[src/core/gauge_scan_pkg.sv]
// Shared constants, types and register map of the gauge coil scan sequencer
package gauge_scan_pkg;

  // ---------------------------------------------------------------
  // Geometry
  // ---------------------------------------------------------------
  localparam int unsigned NUM_COILS  = 12;
  localparam int unsigned NUM_GAUGES = 6;
  localparam int unsigned MAG_W      = 8;
  localparam int unsigned ADDR_W     = 8;

  // ---------------------------------------------------------------
  // Register indices (byte address is four times the index)
  // ---------------------------------------------------------------
  localparam logic [7:0] IDX_MAG_BASE    = 8'h20;
  localparam logic [7:0] IDX_DIR_BASE    = 8'h2E;
  localparam logic [7:0] IDX_MINOR_D_POL = 8'h33;
  localparam logic [7:0] IDX_GAUGE_EN    = 8'h34;
  localparam logic [7:0] IDX_SCAN_CTRL   = 8'h35;

  // ---------------------------------------------------------------
  // Scan control and status fields
  // ---------------------------------------------------------------
  localparam int unsigned SC_TRIG_BIT   = 0;
  localparam int unsigned SC_AUTO_BIT   = 1;
  localparam int unsigned SC_CLKSEL_LO  = 3;
  localparam int unsigned SC_CLKSEL_HI  = 4;
  localparam int unsigned SC_CLEAR_BIT  = 5;
  localparam int unsigned SC_FLAG_BIT   = 6;
  localparam int unsigned SC_IRQEN_BIT  = 7;
  localparam int unsigned POL_BIT       = 0;

  // ---------------------------------------------------------------
  // Reset values
  // ---------------------------------------------------------------
  localparam logic [7:0] MAG_RESET      = 8'h00;
  localparam logic       POL_RESET      = 1'b0;
  localparam logic [5:0] GAUGE_EN_RESET = 6'h00;
  localparam logic [1:0] CLKSEL_RESET   = 2'h0;

  // ---------------------------------------------------------------
  // Scan clock division
  // ---------------------------------------------------------------
  localparam int unsigned DIV_RATIO_0 = 512;
  localparam int unsigned DIV_RATIO_1 = 1024;
  localparam int unsigned DIV_RATIO_2 = 2048;
  localparam int unsigned DIV_RATIO_3 = 4096;
  localparam logic [11:0] DIV_LAST_0  = 12'(DIV_RATIO_0 - 1);
  localparam logic [11:0] DIV_LAST_1  = 12'(DIV_RATIO_1 - 1);
  localparam logic [11:0] DIV_LAST_2  = 12'(DIV_RATIO_2 - 1);
  localparam logic [11:0] DIV_LAST_3  = 12'(DIV_RATIO_3 - 1);

  // ---------------------------------------------------------------
  // Scan positions
  // ---------------------------------------------------------------
  localparam logic [3:0] FIRST_COIL = 4'h0;
  localparam logic [3:0] SYNC_COIL  = 4'hA;
  localparam logic [3:0] LAST_COIL  = 4'hB;

  // ---------------------------------------------------------------
  // Bus responses
  // ---------------------------------------------------------------
  localparam logic [1:0] RESP_OKAY   = 2'h0;
  localparam logic [1:0] RESP_SLVERR = 2'h2;

  // ---------------------------------------------------------------
  // Types
  // ---------------------------------------------------------------
  typedef enum logic [2:0] {
    ST_IDLE = 3'h0,
    ST_OPEN = 3'h1,
    ST_LOAD = 3'h3,
    ST_CONV = 3'h2,
    ST_HOLD = 3'h6
  } seq_state_type;

  typedef struct packed {
    logic [MAG_W-1:0]     dac_data;
    logic [NUM_COILS-1:0] sh_close;
    logic [NUM_COILS-1:0] dir_neg_to_pos;
    logic [NUM_COILS-1:0] drive_en;
  } coil_drive_type;

endpackage : gauge_scan_pkg

[src/core/scan_slot_divider.sv]
// Scan clock divider marking conversion point and end of each coil slot
`timescale 1ns/1ps
module scan_slot_divider
  import gauge_scan_pkg::*;
(
  input  wire logic       i_mclk,
  input  wire logic       i_sys_rst,
  input  wire logic       i_restart,
  input  wire logic [1:0] i_clk_sel,
  output logic            o_conv_done,
  output logic            o_slot_end
);

  logic [11:0] count;
  logic [11:0] last;

  // ---------------------------------------------------------------
  // Ratio select
  // ---------------------------------------------------------------
  // ratio from select
  always_comb begin
    case (i_clk_sel)
      2'h0:    last = DIV_LAST_0;
      2'h1:    last = DIV_LAST_1;
      2'h2:    last = DIV_LAST_2;
      default: last = DIV_LAST_3;
    endcase
  end

  // ---------------------------------------------------------------
  // Slot counter
  // ---------------------------------------------------------------
  always_ff @(posedge i_mclk) begin
    if (i_sys_rst || i_restart) begin
      count <= 12'h000;
    end else if (count >= last) begin
      count <= 12'h000;
    end else begin
      count <= count + 12'h001;
    end
  end

  assign o_conv_done = (count == {1'b0, last[11:1]});
  assign o_slot_end  = (count >= last) && !i_restart;

endmodule : scan_slot_divider

[src/core/gauge_coil_scan_sequencer.sv]
// Gauge coil scan sequencer with AXI4-Lite register file
// Function
// - Polarity bit one drives current minus to plus, zero plus to minus.
// - Minor D polarity register at index 33 hex, bit 0 only, resets zero.
// - Twelve coils updated one at a time through one shared converter.
// - Scan order major A, B, minor A to D, first coil before second.
// - Automatic mode restarts after last coil; transfers at each gauge update start.
// - Automatic mode ignores new magnitudes until both gauge magnitudes written.
// - Written tracking uses write strobes, not data values.
// - Manual trigger starts exactly one scan, then sequencer halts.
// - Manual mode transfers master to slave every gauge update regardless of writes.
// - Disabled gauge still uses its slots with driver kept off.
// - Each magnitude and direction register has master and slave; slave drives.
// - Per coil: open switches, transfer, load converter, wait, close, settle.
// - Interrupt request when sync enable and sync flag both set.
// - Sync flag set when coil 11 servicing begins, in both modes.
// - Clear bit clears flag only if flag was read set; reads zero.
// - Clock select divides bus clock by 512, 1024, 2048 or 4096.
// - Trigger bit self-clears when coil 11 servicing begins.
// - Trigger write while set ignored; trigger has no effect in automatic.
// - Setting trigger in manual copies every master buffer into its slave.
// - Auto select one chooses automatic scanning, zero manual.
//
// The AXI4-Lite register port was decided locally.
`timescale 1ns/1ps
module gauge_coil_scan_sequencer
  import gauge_scan_pkg::*;
(
  input  wire logic              i_mclk,
  input  wire logic              i_sys_rst,
  input  wire logic [ADDR_W-1:0] i_awaddr,
  input  wire logic              i_awvalid,
  output logic                   o_awready,
  input  wire logic [31:0]       i_wdata,
  input  wire logic [3:0]        i_wstrb,
  input  wire logic              i_wvalid,
  output logic                   o_wready,
  output logic [1:0]             o_bresp,
  output logic                   o_bvalid,
  input  wire logic              i_bready,
  input  wire logic [ADDR_W-1:0] i_araddr,
  input  wire logic              i_arvalid,
  output logic                   o_arready,
  output logic [31:0]            o_rdata,
  output logic [1:0]             o_rresp,
  output logic                   o_rvalid,
  input  wire logic              i_rready,
  output coil_drive_type         o_coil,
  output logic                   o_sync_irq,
  output logic                   o_scan_busy
);

  // ---------------------------------------------------------------
  // Decoding helpers
  // ---------------------------------------------------------------
  function automatic logic [7:0] reg_index(input logic [ADDR_W-1:0] addr);
    return {2'b00, addr[7:2]};
  endfunction : reg_index

  function automatic logic is_mapped(input logic [7:0] idx);
    return (idx >= IDX_MAG_BASE && idx < IDX_MAG_BASE + 8'h0C) ||
           (idx >= IDX_DIR_BASE && idx <= IDX_SCAN_CTRL);
  endfunction : is_mapped

  function automatic logic [2:0] gauge_of(input logic [3:0] coil_idx);
    return coil_idx[3:1];
  endfunction : gauge_of

  // ---------------------------------------------------------------
  // Declarations
  // ---------------------------------------------------------------
  logic [ADDR_W-1:0]     aw_addr;
  logic                  aw_held;
  logic [7:0]            w_data;
  logic                  w_lane;
  logic                  w_held;
  logic                  wr_fire;
  logic [7:0]            wr_idx;
  logic                  rd_fire;
  logic [7:0]            rd_idx;
  logic [7:0]            rd_value;

  logic [MAG_W-1:0]      mag_master [NUM_COILS];
  logic [MAG_W-1:0]      mag_slave  [NUM_COILS];
  logic [NUM_COILS-1:0]  mag_wr;
  logic [NUM_COILS-1:0]  mag_hit;
  logic [NUM_COILS-1:0]  xfer_mag;
  logic [NUM_GAUGES-1:0] dir_master;
  logic [NUM_GAUGES-1:0] dir_slave;
  logic [NUM_GAUGES-1:0] dir_hit;
  logic [NUM_GAUGES-1:0] xfer_dir;
  logic [NUM_GAUGES-1:0] pair_ok;
  logic [NUM_GAUGES-1:0] pair_clear;
  logic [NUM_GAUGES-1:0] first_open;
  logic [NUM_GAUGES-1:0] gauge_go;
  logic [NUM_GAUGES-1:0] gauge_en;

  logic                  irq_en;
  logic [1:0]            clk_sel;
  logic                  auto_mode;
  logic                  scan_trig;
  logic                  sync_flag;
  logic                  flag_seen;
  logic                  ctrl_hit;
  logic                  trig_set;
  logic                  sync_set;
  logic                  flag_clr;

  seq_state_type         state;
  seq_state_type         next_state;
  logic [3:0]            coil;
  logic [3:0]            next_coil;
  logic                  conv_done;
  logic                  slot_end;

  // ---------------------------------------------------------------
  // AXI4-Lite write channels
  // ---------------------------------------------------------------
  assign o_awready = !aw_held && !o_bvalid;
  assign o_wready  = !w_held && !o_bvalid;
  assign wr_fire   = aw_held && w_held && !o_bvalid;
  assign wr_idx    = reg_index(aw_addr);

  always_ff @(posedge i_mclk) begin
    if (i_sys_rst) begin
      aw_held <= 1'b0;
      aw_addr <= '0;
    end else if (i_awvalid && o_awready) begin
      aw_held <= 1'b1;
      aw_addr <= i_awaddr;
    end else if (wr_fire) begin
      aw_held <= 1'b0;
    end
  end

  always_ff @(posedge i_mclk) begin
    if (i_sys_rst) begin
      w_held <= 1'b0;
      w_data <= 8'h00;
      w_lane <= 1'b0;
    end else if (i_wvalid && o_wready) begin
      w_held <= 1'b1;
      w_data <= i_wdata[7:0];
      w_lane <= i_wstrb[0];
    end else if (wr_fire) begin
      w_held <= 1'b0;
    end
  end

  always_ff @(posedge i_mclk) begin
    if (i_sys_rst) begin
      o_bvalid <= 1'b0;
      o_bresp  <= RESP_OKAY;
    end else if (wr_fire) begin
      o_bvalid <= 1'b1;
      o_bresp  <= is_mapped(wr_idx) ? RESP_OKAY : RESP_SLVERR;
    end else if (i_bready) begin
      o_bvalid <= 1'b0;
    end
  end

  // ---------------------------------------------------------------
  // AXI4-Lite read channels
  // ---------------------------------------------------------------
  assign o_arready = !o_rvalid;
  assign rd_fire   = i_arvalid && o_arready;
  assign rd_idx    = reg_index(i_araddr);

  always_comb begin
    rd_value = 8'h00;
    if (rd_idx >= IDX_MAG_BASE && rd_idx < IDX_MAG_BASE + 8'h0C) begin
      rd_value = mag_master[4'(rd_idx - IDX_MAG_BASE)];
    end else if (rd_idx >= IDX_DIR_BASE && rd_idx <= IDX_MINOR_D_POL) begin
      rd_value = {7'h00, dir_master[3'(rd_idx - IDX_DIR_BASE)]};
    end else if (rd_idx == IDX_GAUGE_EN) begin
      rd_value = {2'b00, gauge_en};
    end else if (rd_idx == IDX_SCAN_CTRL) begin
      rd_value = {irq_en, sync_flag, 1'b0, clk_sel, 1'b0, auto_mode, scan_trig};
    end
  end

  always_ff @(posedge i_mclk) begin
    if (i_sys_rst) begin
      o_rvalid <= 1'b0;
      o_rdata  <= 32'h0000_0000;
      o_rresp  <= RESP_OKAY;
    end else if (rd_fire) begin
      o_rvalid <= 1'b1;
      o_rdata  <= {24'h00_0000, rd_value};
      o_rresp  <= is_mapped(rd_idx) ? RESP_OKAY : RESP_SLVERR;
    end else if (i_rready) begin
      o_rvalid <= 1'b0;
    end
  end

  // ---------------------------------------------------------------
  // Magnitude registers, master and slave
  // ---------------------------------------------------------------
  genvar c;
  generate
    for (c = 0; c < NUM_COILS; c++) begin : g_coil
      localparam logic [3:0] CI = 4'(c);
      localparam logic [7:0] MI = IDX_MAG_BASE + 8'(c);
      logic sel_ok;
      // second coil follows first coil decision
      assign sel_ok      = CI[0] ? gauge_go[c/2] : pair_ok[c/2];
      assign mag_hit[c]  = wr_fire && w_lane && (wr_idx == MI);
      assign xfer_mag[c] = trig_set ||
                           (state == ST_OPEN && coil == CI && (!auto_mode || sel_ok));

      always_ff @(posedge i_mclk) begin
        if (i_sys_rst) begin
          mag_master[c] <= MAG_RESET;
          mag_slave[c]  <= MAG_RESET;
        end else begin
          if (mag_hit[c]) begin
            mag_master[c] <= w_data;
          end
          if (xfer_mag[c]) begin
            mag_slave[c] <= mag_master[c];
          end
        end
      end

      always_ff @(posedge i_mclk) begin
        if (i_sys_rst) begin
          mag_wr[c] <= 1'b0;
        end else begin
          mag_wr[c] <= mag_hit[c] || (mag_wr[c] && !pair_clear[c/2]);
        end
      end
    end
  endgenerate

  // ---------------------------------------------------------------
  // Direction registers, master and slave
  // ---------------------------------------------------------------
  genvar g;
  generate
    for (g = 0; g < NUM_GAUGES; g++) begin : g_gauge
      localparam logic [3:0] FI = 4'(2 * g);
      assign pair_ok[g]    = mag_wr[2*g] && mag_wr[2*g+1];
      assign first_open[g] = (state == ST_OPEN) && (coil == FI);
      assign pair_clear[g] = first_open[g] && auto_mode && pair_ok[g];
      assign dir_hit[g]    = wr_fire && w_lane && (wr_idx == IDX_DIR_BASE + 8'(g));
      assign xfer_dir[g]   = trig_set || (first_open[g] && (!auto_mode || pair_ok[g]));

      always_ff @(posedge i_mclk) begin
        if (i_sys_rst) begin
          dir_master[g] <= POL_RESET;
          dir_slave[g]  <= POL_RESET;
          gauge_go[g]   <= 1'b0;
        end else begin
          if (dir_hit[g]) begin
            dir_master[g] <= w_data[POL_BIT];
          end
          if (xfer_dir[g]) begin
            dir_slave[g] <= dir_master[g];
          end
          if (first_open[g]) begin
            gauge_go[g] <= pair_ok[g];
          end
        end
      end
    end
  endgenerate

  // ---------------------------------------------------------------
  // Gauge enable and scan control register
  // ---------------------------------------------------------------
  assign ctrl_hit = wr_fire && w_lane && (wr_idx == IDX_SCAN_CTRL);
  // ignored while set or in automatic
  assign trig_set = ctrl_hit && w_data[SC_TRIG_BIT] && !auto_mode && !scan_trig;
  assign sync_set = (state == ST_OPEN) && (coil == SYNC_COIL);
  assign flag_clr = ctrl_hit && w_data[SC_CLEAR_BIT] && flag_seen;

  always_ff @(posedge i_mclk) begin
    if (i_sys_rst) begin
      gauge_en <= GAUGE_EN_RESET;
    end else if (wr_fire && w_lane && wr_idx == IDX_GAUGE_EN) begin
      gauge_en <= w_data[5:0];
    end
  end

  always_ff @(posedge i_mclk) begin
    if (i_sys_rst) begin
      irq_en    <= 1'b0;
      clk_sel   <= CLKSEL_RESET;
      auto_mode <= 1'b0;
    end else if (ctrl_hit) begin
      irq_en    <= w_data[SC_IRQEN_BIT];
      clk_sel   <= w_data[SC_CLKSEL_HI:SC_CLKSEL_LO];
      auto_mode <= w_data[SC_AUTO_BIT];
    end
  end

  always_ff @(posedge i_mclk) begin
    if (i_sys_rst) begin
      scan_trig <= 1'b0;
    end else if (trig_set) begin
      scan_trig <= 1'b1;
    end else if (sync_set) begin
      scan_trig <= 1'b0;
    end
  end

  always_ff @(posedge i_mclk) begin
    if (i_sys_rst) begin
      sync_flag <= 1'b0;
    end else if (sync_set) begin
      sync_flag <= 1'b1;
    end else if (flag_clr) begin
      sync_flag <= 1'b0;
    end
  end

  always_ff @(posedge i_mclk) begin
    if (i_sys_rst) begin
      flag_seen <= 1'b0;
    end else if (flag_clr) begin
      flag_seen <= 1'b0;
    end else if (rd_fire && rd_idx == IDX_SCAN_CTRL && sync_flag) begin
      flag_seen <= 1'b1;
    end
  end

  assign o_sync_irq  = irq_en && sync_flag;
  assign o_scan_busy = (state != ST_IDLE);

  // ---------------------------------------------------------------
  // Coil sequencer
  // ---------------------------------------------------------------
  scan_slot_divider u_divider (
    .i_mclk      (i_mclk),
    .i_sys_rst   (i_sys_rst),
    .i_restart   (state == ST_IDLE),
    .i_clk_sel   (clk_sel),
    .o_conv_done (conv_done),
    .o_slot_end  (slot_end)
  );

  always_comb begin
    next_state = state;
    next_coil  = coil;
    case (state)
      ST_IDLE: begin
        if (auto_mode || scan_trig) begin
          next_state = ST_OPEN;
          next_coil  = FIRST_COIL;
        end
      end
      ST_OPEN: next_state = ST_LOAD;
      ST_LOAD: next_state = ST_CONV;
      ST_CONV: begin
        if (conv_done) begin
          next_state = ST_HOLD;
        end
      end
      ST_HOLD: begin
        if (slot_end) begin
          if (coil != LAST_COIL) begin
            next_state = ST_OPEN;
            next_coil  = coil + 4'h1;
          end else if (auto_mode || scan_trig) begin
            next_state = ST_OPEN;
            next_coil  = FIRST_COIL;
          end else begin
            next_state = ST_IDLE;
          end
        end
      end
      default: next_state = ST_IDLE;
    endcase
  end

  always_ff @(posedge i_mclk) begin
    if (i_sys_rst) begin
      state <= ST_IDLE;
      coil  <= FIRST_COIL;
    end else begin
      state <= next_state;
      coil  <= next_coil;
    end
  end

  // ---------------------------------------------------------------
  // Coil driver outputs
  // ---------------------------------------------------------------
  always_ff @(posedge i_mclk) begin
    if (i_sys_rst) begin
      o_coil.dac_data <= MAG_RESET;
    end else if (state == ST_LOAD) begin
      o_coil.dac_data <= mag_slave[coil];
    end
  end

  always_ff @(posedge i_mclk) begin
    if (i_sys_rst) begin
      o_coil.sh_close       <= '0;
      o_coil.dir_neg_to_pos <= '0;
    end else if (state == ST_CONV && conv_done) begin
      o_coil.sh_close <= NUM_COILS'(1) << coil;
      o_coil.dir_neg_to_pos[coil] <= dir_slave[gauge_of(coil)];
    end else if (state != ST_HOLD || slot_end) begin
      o_coil.sh_close <= '0;
    end
  end

  always_ff @(posedge i_mclk) begin
    if (i_sys_rst) begin
      o_coil.drive_en <= '0;
    end else begin
      for (int k = 0; k < NUM_COILS; k++) begin
        o_coil.drive_en[k] <= gauge_en[k/2];
      end
    end
  end

endmodule : gauge_coil_scan_sequencer

[config.mk]
export PLATFORM = sky130hd
export DESIGN_NAME = gauge_coil_scan_sequencer
export DESIGN_NICKNAME = d
export VERILOG_FILES = /design/src/core/gauge_scan_pkg.sv /design/src/core/scan_slot_divider.sv /design/src/core/gauge_coil_scan_sequencer.sv
export SDC_FILE = /design/constraint.sdc
export NUM_CORES = 1
export LEC_CHECK = 0
export BUFFER_PORTS_ARGS = -buffer_cell sky130_fd_sc_hd__buf_2
export CORE_MARGIN = 2
export CORE_UTILIZATION = 45
export DETAILED_ROUTE_END_ITERATION = 10
export GPL_TIMING_DRIVEN = 0
export REMOVE_ABC_BUFFERS = 1
export SETUP_SLACK_MARGIN = 0.4
export SYNTH_ARGS = -nofsm -noshare
export SYNTH_HDL_FRONTEND = slang
export SYNTH_SLANG_ARGS = --single-unit
[constraint.sdc]
create_clock -name i_mclk -period 3.26 [get_ports i_mclk]
set_clock_uncertainty 0.2 [all_clocks]
set_input_delay 0.489 -clock i_mclk [delete_from_list [all_inputs] [get_ports i_mclk]]
set_output_delay 0.489 -clock i_mclk [all_outputs]
set_load 0.005 [all_outputs]
==> results.sh, run 1 <==
export IMPL_fill_cells=2817
export IMPL_clkTransAtPathRegs_ps=60
export IMPL_die_area_mm2=0.0347
export IMPL_cp_max_fo=9
export IMPL_synth_seq_area_share=0.559
export IMPL_ys_ff_latch=321
export IMPL_worstPathCellList="nand4b_1 -> nor3_2 -> nand2_1 -> o31ai_1"
export IMPL_port_buffers=88
export IMPL_initial_core_util=0.458
export IMPL_startpoint="o_bvalid"
export IMPL_r2r_start="o_bvalid"
export IMPL_synth_flop_cell="edfxtp_1"
export IMPL_ys_warn_count=0
export IMPL_n_antenna_cell=0
export IMPL_drcViolationCount=0
export IMPL_hp_start="i_awaddr[2]"
export IMPL_grt_max_degree=102
export IMPL_intPower_uw=6970
export IMPL_grt_total_usage=0.232
export IMPL_core_area_mm2=0.0326
export IMPL_period_share=0.893
export IMPL_drt_first_pass_iters=5
export IMPL_r2r_end="mag_master[9][7]"
export IMPL_num_rows=66
export IMPL_pwr_share_seq=0.500
export IMPL_cts_root_buf="clkbuf_16"
export IMPL_fin_util=0.518
export IMPL_cts_tree="built"
export IMPL_setup_violations_final=0
export IMPL_slew_limit_headroom=0.189
export IMPL_layout_common_cells="192 x edfxtp_1, 158 x and2_1, 123 x dfxtp_1, 107 x nand2_1, 86 x buf_2"
export IMPL_syn_to_final_growth_pct=13.1
export IMPL_wl_per_cell_um=21.7
export IMPL_fp_dieH_um=186
export IMPL_fp_dieW_um=186
export IMPL_clkPwrFrac=0.454
export IMPL_syn_avg_cell_area_um2=11.6
export IMPL_seq_area_mm2=0.00836
export IMPL_p_sw_uw=2000
export IMPL_start_kind="register"
export IMPL_final_common_cell="edfxtp_1"
export IMPL_crit_type="reg -> reg"
export IMPL_cp_slowest_cell="o31ai_1"
export IMPL_hold_violations=0
export IMPL_min_path_cells=3
export IMPL_multi_input_area_mm2=0.00610
export IMPL_maxSlewViolCount=0
export IMPL_drt_total_wl_um=39500
export IMPL_timing_critical_path_slowest_cell_delay_ps=1020
export IMPL_critical_path_arrival_ps=2840
export IMPL_switching_share=0.223
export IMPL_rsz0062_at_grt="true"
export IMPL_nets=1418
export IMPL_reg2reg_depth=4
export IMPL_ant_nets=0
export IMPL_async_flop_share=0
export IMPL_ir_drop_mv=0.371
export IMPL_cts_path_max_buffers=3
export IMPL_leakage_uw=0.00652
export IMPL_hpwlAfterDp_um=27000
export IMPL_crit_required_ps=3190
export IMPL_synthCells=1291
export IMPL_overflow=0
export IMPL_drt_initial_drc_count=1042
export IMPL_vias=10100
export IMPL_layout_drive_gt1_share=0.206
export IMPL_cp_end_kind="register"
export IMPL_min_to="aw_addr[2]"
export IMPL_tightestPinTransition_ps=1210
export IMPL_clock_latency_ps=520
export IMPL_status="finished, final reports clean"
export IMPL_synth_edf_count=192
export IMPL_grt_pass1_vias=9620
export IMPL_max_freq_mhz=344
export IMPL_synthDistinctLibCells=70
export IMPL_drv_cap=0
export IMPL_hold_class="in -> reg"
export IMPL_cts_sinks=321
export IMPL_cts_buffers=37
export IMPL_r2r_slack_ps=350
export IMPL_netlist_area_mm2=0.0149
export IMPL_gp_congestion=0.864
export IMPL_antenna_found_initial=2
export IMPL_grt_pass1_wl_um=59800
export IMPL_io_pins=146
export IMPL_ctsHtreeMaxLevel=2
export IMPL_combPwrFrac=0.046
export IMPL_p_per_area_mw_per_mm2=531
export IMPL_holdWs_ps=15.9
export IMPL_routed_via_density=5.54
export IMPL_min_period_ps=2910
[power by group through the flow]
stage | Clock [uW] | Combinational [uW] | Sequential (uW)
3_3_place_gp | 0 | 392 | 4570
6_report | 4070 | 414 | 4490
5_1_grt | 4300 | 444 | 4500
3_5_place_dp | 0 | 399 | 4570
2_1_floorplan | 0 | 212 | 4520
4_1_cts | 4140 | 410 | 4490
[registers in the layout, indices dropped and copies added (netlist names), 2 cells and up]
register and cells:
mag_master 96, mag_slave 96, o_coil 38, mag_wr 12, u_divider.count 12, o_rdata 8
w_data 8, aw_addr 6, dir_master 6, dir_slave 6, g_coil.sel_ok 6, gauge_en 6
coil 4, state 3, clk_sel 2
[critical path: cells and delay by family, from the launching register on]
kind               cells  cell delay (ps)
and+or+nand+nor        3              920
DFF                    1              370
AOI/OAI and AO/OA      1             1020
[layout make-up]
cell class | instances | share of cell area
Inverter | 15 | 0.00370
Sequential cell | 321 | 0.495
Timing Repair Buffer | 102 | 0.0362
Clock inverter | 16 | 0.00837
Tap cell | 442 | 0.0327
Multi-Input combinational cell | 870 | 0.361
Clock buffer | 51 | 0.0628
[cells in the mapped netlist, types with 5 or more instances]
master     number  area (um^2)
o21ai_1         7         35.0
xnor2_1         6         52.6
o22ai_1        11         68.8
inv_1          14         52.6
nand3_2         6         60.1
or2_2           5         31.3
dfxtp_1       129         2580
nor3_1          8         40.0
a31o_2         12          105
clkbuf_1       47          176
buf_4          36          270
mux4_2         39          878
a22o_1          9         78.8
buf_2          15         75.1
a21oi_1        57          285
o211ai_1        5         37.5
edfxtp_1      192         5770
mux2_2         15          169
nand4_1        25          156
nand2_1       119          447
and2_1        159          995
buf_1           6         22.5
o2111ai_1       5         43.8
mux2i_1        45          450
nand3_1        17         85.1
and3_1         54          338
o31ai_1        12         90.1
nor2_1         70          263
o21ai_0        45          225
ha_1           12          150
a211oi_1        5         37.5
nor2b_1        16          100
a31oi_1         5         31.3
a21oi_2         6         52.6
nand2b_1       12         75.1
a221oi_1        5         43.8
[through the flow]
step | setup slack (ps) | TNS, ps | power [uW] | area, um^2 | cells
3_5_place_dp | -377 | -30020 | 4970 | 15500 | 1738
4_1_cts | 232 | 0 | 9040 | 16800 | 1815
3_3_place_gp | -2520 | -830900 | 4960 | 15400 | 1735
2_1_floorplan | 326 | 0 | 4740 | 14400 | 1205
6_report | 349 | 0 | 8970 | 16900 | 1817
5_1_grt | 34.5 | 0 | 9250 | 16900 | 1817
[layer usage]
layer | up-vias | wire length (um) | track usage
met5 | - | 23 | 0
met4 | 4 | 1040 | 0.0674
met3 | 74 | 2800 | 0.0387
met2 | 381 | 18500 | 0.376
met1 | 4853 | 17200 | 0.324
li1 | 4758 | - | -
[what timing repair did]
item,CTS,global route
pin swaps,1,0
buffers inserted,1,2
hold endpoints to repair,8,0
endpoints found under the setup margin,248,214
cloned,1,0
resized for setup,19,16
hold buffers,8,0
[kinds of logic after synthesis]
| kind of cell | after synthesis | synth area share |
|---|---|---|
| muxes | 99 | 0.100 |
| AOI/OAI and AO/OA | 203 | 0.0898 |
| DFF | 321 | 0.559 |
| xor gates and xnor gates | 10 | 0.00586 |
| and+or+nand+nor | 519 | 0.190 |
| adders and majority gates | 12 | 0.0101 |
| other | 1 | 0.000251 |
| buffers and inverters | 126 | 0.0448 |
[worst max path at each step]
| stage | end | slack, ps | cells past startpoint |
|---|---|---|---|
| global placement | mag_master[0][7] | -2520 | 3 |
| detailed placement | mag_slave[1][7] | -380 | 5 |
| floorplan | mag_master[0][0] | 330 | 2 |
| finish | mag_master[9][7] | 350 | 4 |
| CTS | mag_slave[4][2] | 230 | 5 |
| global route | mag_master[9][2] | 30 | 4 |
Note: power is estimated with default switching activity, not from simulation.
==> run 2, diff against run 1 <==
- SKIP_LAST_GASP: default -> 1
- clock period: 3.26 -> 3.2 ns (I/O delays scaled with it)
==> run 2 against run 1 <==
Against the previous run:
- core utilization up 0.25 points
- die area did not move
- power grew 2.0%
- register-to-register slack better by 190 ps
==> results.sh, run 2 (same netlist as run 1, synthesis figures left out) <==
export IMPL_ant_nets=0
export IMPL_dp_cells=1738
export IMPL_final_common_cell="edfxtp_1"
export IMPL_min_period_ps=2660
export IMPL_hpwlAfterDp_um=27000
export IMPL_grt_pass1_vias=9713
export IMPL_setup_violations_final=0
export IMPL_postPlaceCellArea_mm2=0.0155
export IMPL_layout_drive_gt1_share=0.212
export IMPL_grt_total_usage=0.232
export IMPL_stdcell_area_mm2=0.0170
export IMPL_drt_first_pass_iters=5
export IMPL_cts_path_max_buffers=3
export IMPL_cts_sinks=321
export IMPL_slew_limit_headroom=0.213
export IMPL_cp_end_kind="register"
export IMPL_overflow=0
export IMPL_crit_required_ps=3380
export IMPL_finalNonFillerCells=1818
export IMPL_port_buffers=88
export IMPL_cts_tree="built"
export IMPL_tightestPinTransition_ps=1180
export IMPL_drt_initial_drc_count=1061
export IMPL_worstPathCellList="buf_16 -> ha_2 -> and2_1 -> o2111ai_1 -> a21oi_2 -> and2_1"
export IMPL_clock_latency_ps=520
export IMPL_maxSlewViolCount=0
export IMPL_drcViolationCount=0
export IMPL_crit_cells=6
export IMPL_grt_max_degree=102
export IMPL_power_uw=9160
export IMPL_fp_dieH_um=186
export IMPL_drv_cap=0
export IMPL_drt_total_wl_um=39600
export IMPL_antenna_found_initial=0
export IMPL_nets=1419
export IMPL_vias=10100
export IMPL_rsz0062_at_grt="true"
export IMPL_start_kind="register"
export IMPL_n_antenna_cell=0
export IMPL_timing_critical_path_slowest_cell_delay_ps=540
export IMPL_core_area_mm2=0.0326
export IMPL_syn_to_final_growth_pct=13.6
export IMPL_die_area_mm2=0.0347
export IMPL_leakage_uw=0.00654
export IMPL_io_pins=146
export IMPL_fin_util=0.520
export IMPL_max_freq_mhz=376
export IMPL_fp_dieW_um=186
export IMPL_cp_slowest_cell="dfxtp_4"
export IMPL_fill_cells=2814
export IMPL_p_per_area_mw_per_mm2=540
export IMPL_path_buf_inv=1
export IMPL_critical_path_arrival_ps=2840
export IMPL_min_path_cells=3
export IMPL_crit_top_cell="and2_1"
export IMPL_ir_drop_mv=0.378
export IMPL_initial_core_util=0.458
export IMPL_cts_buffers=37
export IMPL_reg2reg_depth=6
export IMPL_wl_per_cell_um=21.8
export IMPL_tns_ps=0
export IMPL_hold_violations=0
export IMPL_hold_class="in -> reg"
export IMPL_gp_congestion=0.864
export IMPL_routed_via_density=5.53
export IMPL_layout_common_cells="192 x edfxtp_1, 158 x and2_1, 123 x dfxtp_1, 107 x nand2_1, 86 x buf_2"
export IMPL_period_share=0.831
export IMPL_crit_type="reg -> reg"
export IMPL_ctsHtreeMaxLevel=2
export IMPL_status="finished, final reports clean"
export IMPL_clkTransAtPathRegs_ps=60
export IMPL_top_regs="mag_master: 96 flops, mag_slave: 96 flops, o_coil: 38 flops"
export IMPL_path_delay_family="compound AO/OA/AOI/OAI gates"
export IMPL_cp_max_fo=16
export IMPL_num_rows=66
export IMPL_grt_pass1_wl_um=59700
export IMPL_cts_root_buf="clkbuf_16"
-- run 2: changes by cell type in the layout (fill, tap and decap cells not counted), sizes merged --
cell	before	now
dlygate4sd3	8	10
buf	94	93
-- run 2: through the flow --
stage	setup WS, ps	hold WS, ps
floorplan	275	213
global placement	-2570	223
detailed placement	-437	233
CTS	228	0.491
global route	326	12.6
finish	540	13.0
-- run 2: area by class of cell --
type                       instances  area, um^2  area share
sequential                       321        8360       0.493
timing repair buffer             103         623      0.0367
clock buffer                      51        1060      0.0625
clock inverter                    16         141     0.00833
tap                              442         553      0.0326
inverter                          15        62.6     0.00369
multi-input combinational        870        6170       0.363
-- run 2: what timing repair did --
action | in CTS | in global routing
endpoints found under the hold margin | 10 | 0
setup buffers | 2 | 0
hold buffers | 10 | 0
pin swaps | 1 | 0
endpoints found under the setup margin | 255 | 222
resized for setup | 28 | 24
gates cloned | 1 | 0
-- run 2: routing by layer --
metal | vias up | part of all wire | global-route usage
met5 | - | 0 | 0
met4 | 0 | 0.030 | 0.0787
met3 | 70 | 0.070 | 0.0483
met2 | 351 | 0.46 | 0.371
met1 | 4863 | 0.44 | 0.317
li1 | 4771 | - | -
-- run 2: path summary, 6_finish.rpt --
kind,from,endpoint,slack [ps]
worst max-delay path,coil[0],mag_slave[11][6],540
worst min-delay path,i_awaddr[5],aw_addr[5],10
worst max register to register,coil[0],mag_slave[11][6],540
worst min register to register,u_divider.count[0],u_divider.count[0],240
-- run 2: report_power, final --
part	total [uW]	internal [uW]	leakage (uW)	switching (uW)
registers	4570	4470	0.00303	96.1
logic	429	145	0.00292	284
clock network	4160	2490	0.000593	1670
-- run 2: tightest hold or removal path: cells and delay by family --
kind	cells	cell delay (ps)
buffers and inverters	1	80
multiplexers	1	60
AND/OR/NAND/NOR	1	80
==> run 3, diff against run 2 <==
- PLACE_DENSITY: default -> 0.66
- clock period: 3.2 -> 2.25 ns (I/O delays scaled with it)
==> run 3 against run 2 <==
Against the previous run:
- first-iteration DRC count increased by 19%
- sequential power increased by 42%
- wire length increased by 20%
- fmax increased by 19%
- die area unchanged
- register-to-register slack got worse by 530 ps
- count of clock-buffer cells in the layout decreased by 5
- sequential share of layout area decreased by 6.5 points
- power increased by 41%
- global-route usage increased by 2.9 points
- critical endpoint is now mag_slave[7][4]
- highest routed layer unchanged
==> results.sh, run 3 (same netlist as run 1, synthesis figures left out) <==
export IMPL_status="finished, final reports clean"
export IMPL_min_period_ps=2240
export IMPL_p_per_area_mw_per_mm2=656
export IMPL_crit_type="reg -> reg"
export IMPL_crit_required_ps=2440
export IMPL_layout_common_cells="192 x edfxtp_1, 117 x and2_1, 108 x dfxtp_1, 94 x nand2_1, 84 x buf_2"
export IMPL_nets=1548
export IMPL_fin_ws_ps=8.26
export IMPL_layout_drive_gt1_share=0.367
export IMPL_hpwlAfterDp_um=26800
export IMPL_hold_class="in -> reg"
export IMPL_finalNonFillerCells=1945
export IMPL_grt_pass1_wl_um=67200
export IMPL_initial_core_util=0.458
export IMPL_start_kind="register"
export IMPL_min_path_cells=3
export IMPL_r2r_start="state[0]"
export IMPL_clock_latency_ps=540
export IMPL_r2r_slack_ps=8
export IMPL_cts_tree="built"
export IMPL_hold_violations=0
export IMPL_top_regs="mag_master: 96 flops, mag_slave: 96 flops, o_coil: 38 flops"
export IMPL_clkTransAtPathRegs_ps=60
export IMPL_cts_sinks=321
export IMPL_seq_area_mm2=0.00841
export IMPL_power_uw=12900
export IMPL_drt_first_pass_iters=6
export IMPL_cts_root_buf="clkbuf_16"
export IMPL_overflow=0
export IMPL_port_buffers=88
export IMPL_io_pins=146
export IMPL_ant_nets=0
export IMPL_grt_pass1_vias=11100
export IMPL_tightestPinTransition_ps=978
export IMPL_critical_path_arrival_ps=2430
export IMPL_dp_cells=1738
export IMPL_reg2reg_depth=6
export IMPL_holdWs_ps=105
export IMPL_maxSlewViolCount=0
export IMPL_syn_to_final_growth_pct=31.7
export IMPL_grt_max_degree=103
export IMPL_fp_dieW_um=186
export IMPL_antenna_found_initial=1
export IMPL_cp_max_fo=15
export IMPL_pre_cts_ws_ps=-1340
export IMPL_core_area_mm2=0.0326
export IMPL_num_rows=66
export IMPL_cts_buffers=35
export IMPL_drt_initial_drc_count=1263
export IMPL_ir_drop_mv=0.506
export IMPL_period_share=0.996
export IMPL_tns_ps=0
export IMPL_startpoint="state[0]"
export IMPL_rsz0062_at_grt="true"
export IMPL_leakage_uw=0.00752
export IMPL_drt_total_wl_um=47300
export IMPL_vias=11600
export IMPL_die_area_mm2=0.0347
export IMPL_hp_start="i_wvalid"
export IMPL_drcViolationCount=0
export IMPL_multi_input_area_mm2=0.00746
export IMPL_fp_dieH_um=186
export IMPL_cp_end_kind="register"
export IMPL_routed_via_density=5.94
export IMPL_setup_violations_final=0
export IMPL_max_freq_mhz=446
export IMPL_final_common_cell="edfxtp_1"
export IMPL_drv_cap=0
export IMPL_grt_total_usage=0.262
export IMPL_gp_congestion=0.917
export IMPL_wl_per_cell_um=24.3
export IMPL_fill_cells=2394
export IMPL_cts_path_max_buffers=3
export IMPL_n_antenna_cell=0
export IMPL_slew_limit_headroom=0.348
export IMPL_ctsHtreeMaxLevel=2
## run 3: changes by cell type in the layout (fill, tap and decap cells not counted), sizes merged, moves of 2 or more
cell,before,now
inv,15,17
dlygate4sd3,10,21
nor2,71,81
clkbuf,51,49
buf,93,198
## run 3: repair_timing
| action | 4_1_cts | 5_1_grt |
|---|---|---|
| pin swaps | 80 | 68 |
| cloned | 9 | 8 |
| endpoints found under the setup margin | 484 | 482 |
| hold endpoints to repair | 29 | 8 |
| hold buffers | 19 | 2 |
| gates resized for setup | 282 | 85 |
| setup buffers | 84 | 22 |
## run 3: where the power goes
group          switching, uW  internal (uW)  total (uW)
Sequential               148           6350        6500
Clock                   2380           3220        5590
Combinational            519            301         819
Total                   3040           9870       12900
## run 3: cell type report
type	instances	share of cell area
inverter	15	0.00356
clock buffer	46	0.0481
clock inverter	17	0.00757
timing repair buffer	222	0.106
multi-input combinational	882	0.379
tap	442	0.0281
sequential	321	0.427
## run 3: stage by stage
step,area [um^2],util
after floorplan,14400,-
after global placement,15400,0.472
after detailed placement,15500,0.475
after CTS,19000,0.583
after global routing,19700,0.603
final,19700,0.603
## run 3: per-layer routing
| metal | up-vias | wire length [um] | GRT usage |
|---|---|---|---|
| li1 | 5033 | - | - |
| met1 | 5578 | 17800 | 0.333 |
| met2 | 743 | 21900 | 0.428 |
| met3 | 205 | 4670 | 0.0510 |
| met4 | 0 | 2940 | 0.130 |
| met5 | - | 0 | 0 |
## run 3: critical path: stages (launching register included)
cell and delay [ps]:
dfxtp_4 520, and2_2 320, and2_2 320, o211ai_1 210, a21oi_4 260, buf_12 150
and2_4 130
## run 3: path summary, 6_finish.rpt
kind                                           end
worst max-delay path               mag_slave[7][4]
worst min-delay path                        w_held
worst max register to register     mag_slave[7][4]
worst min register to register  u_divider.count[0]
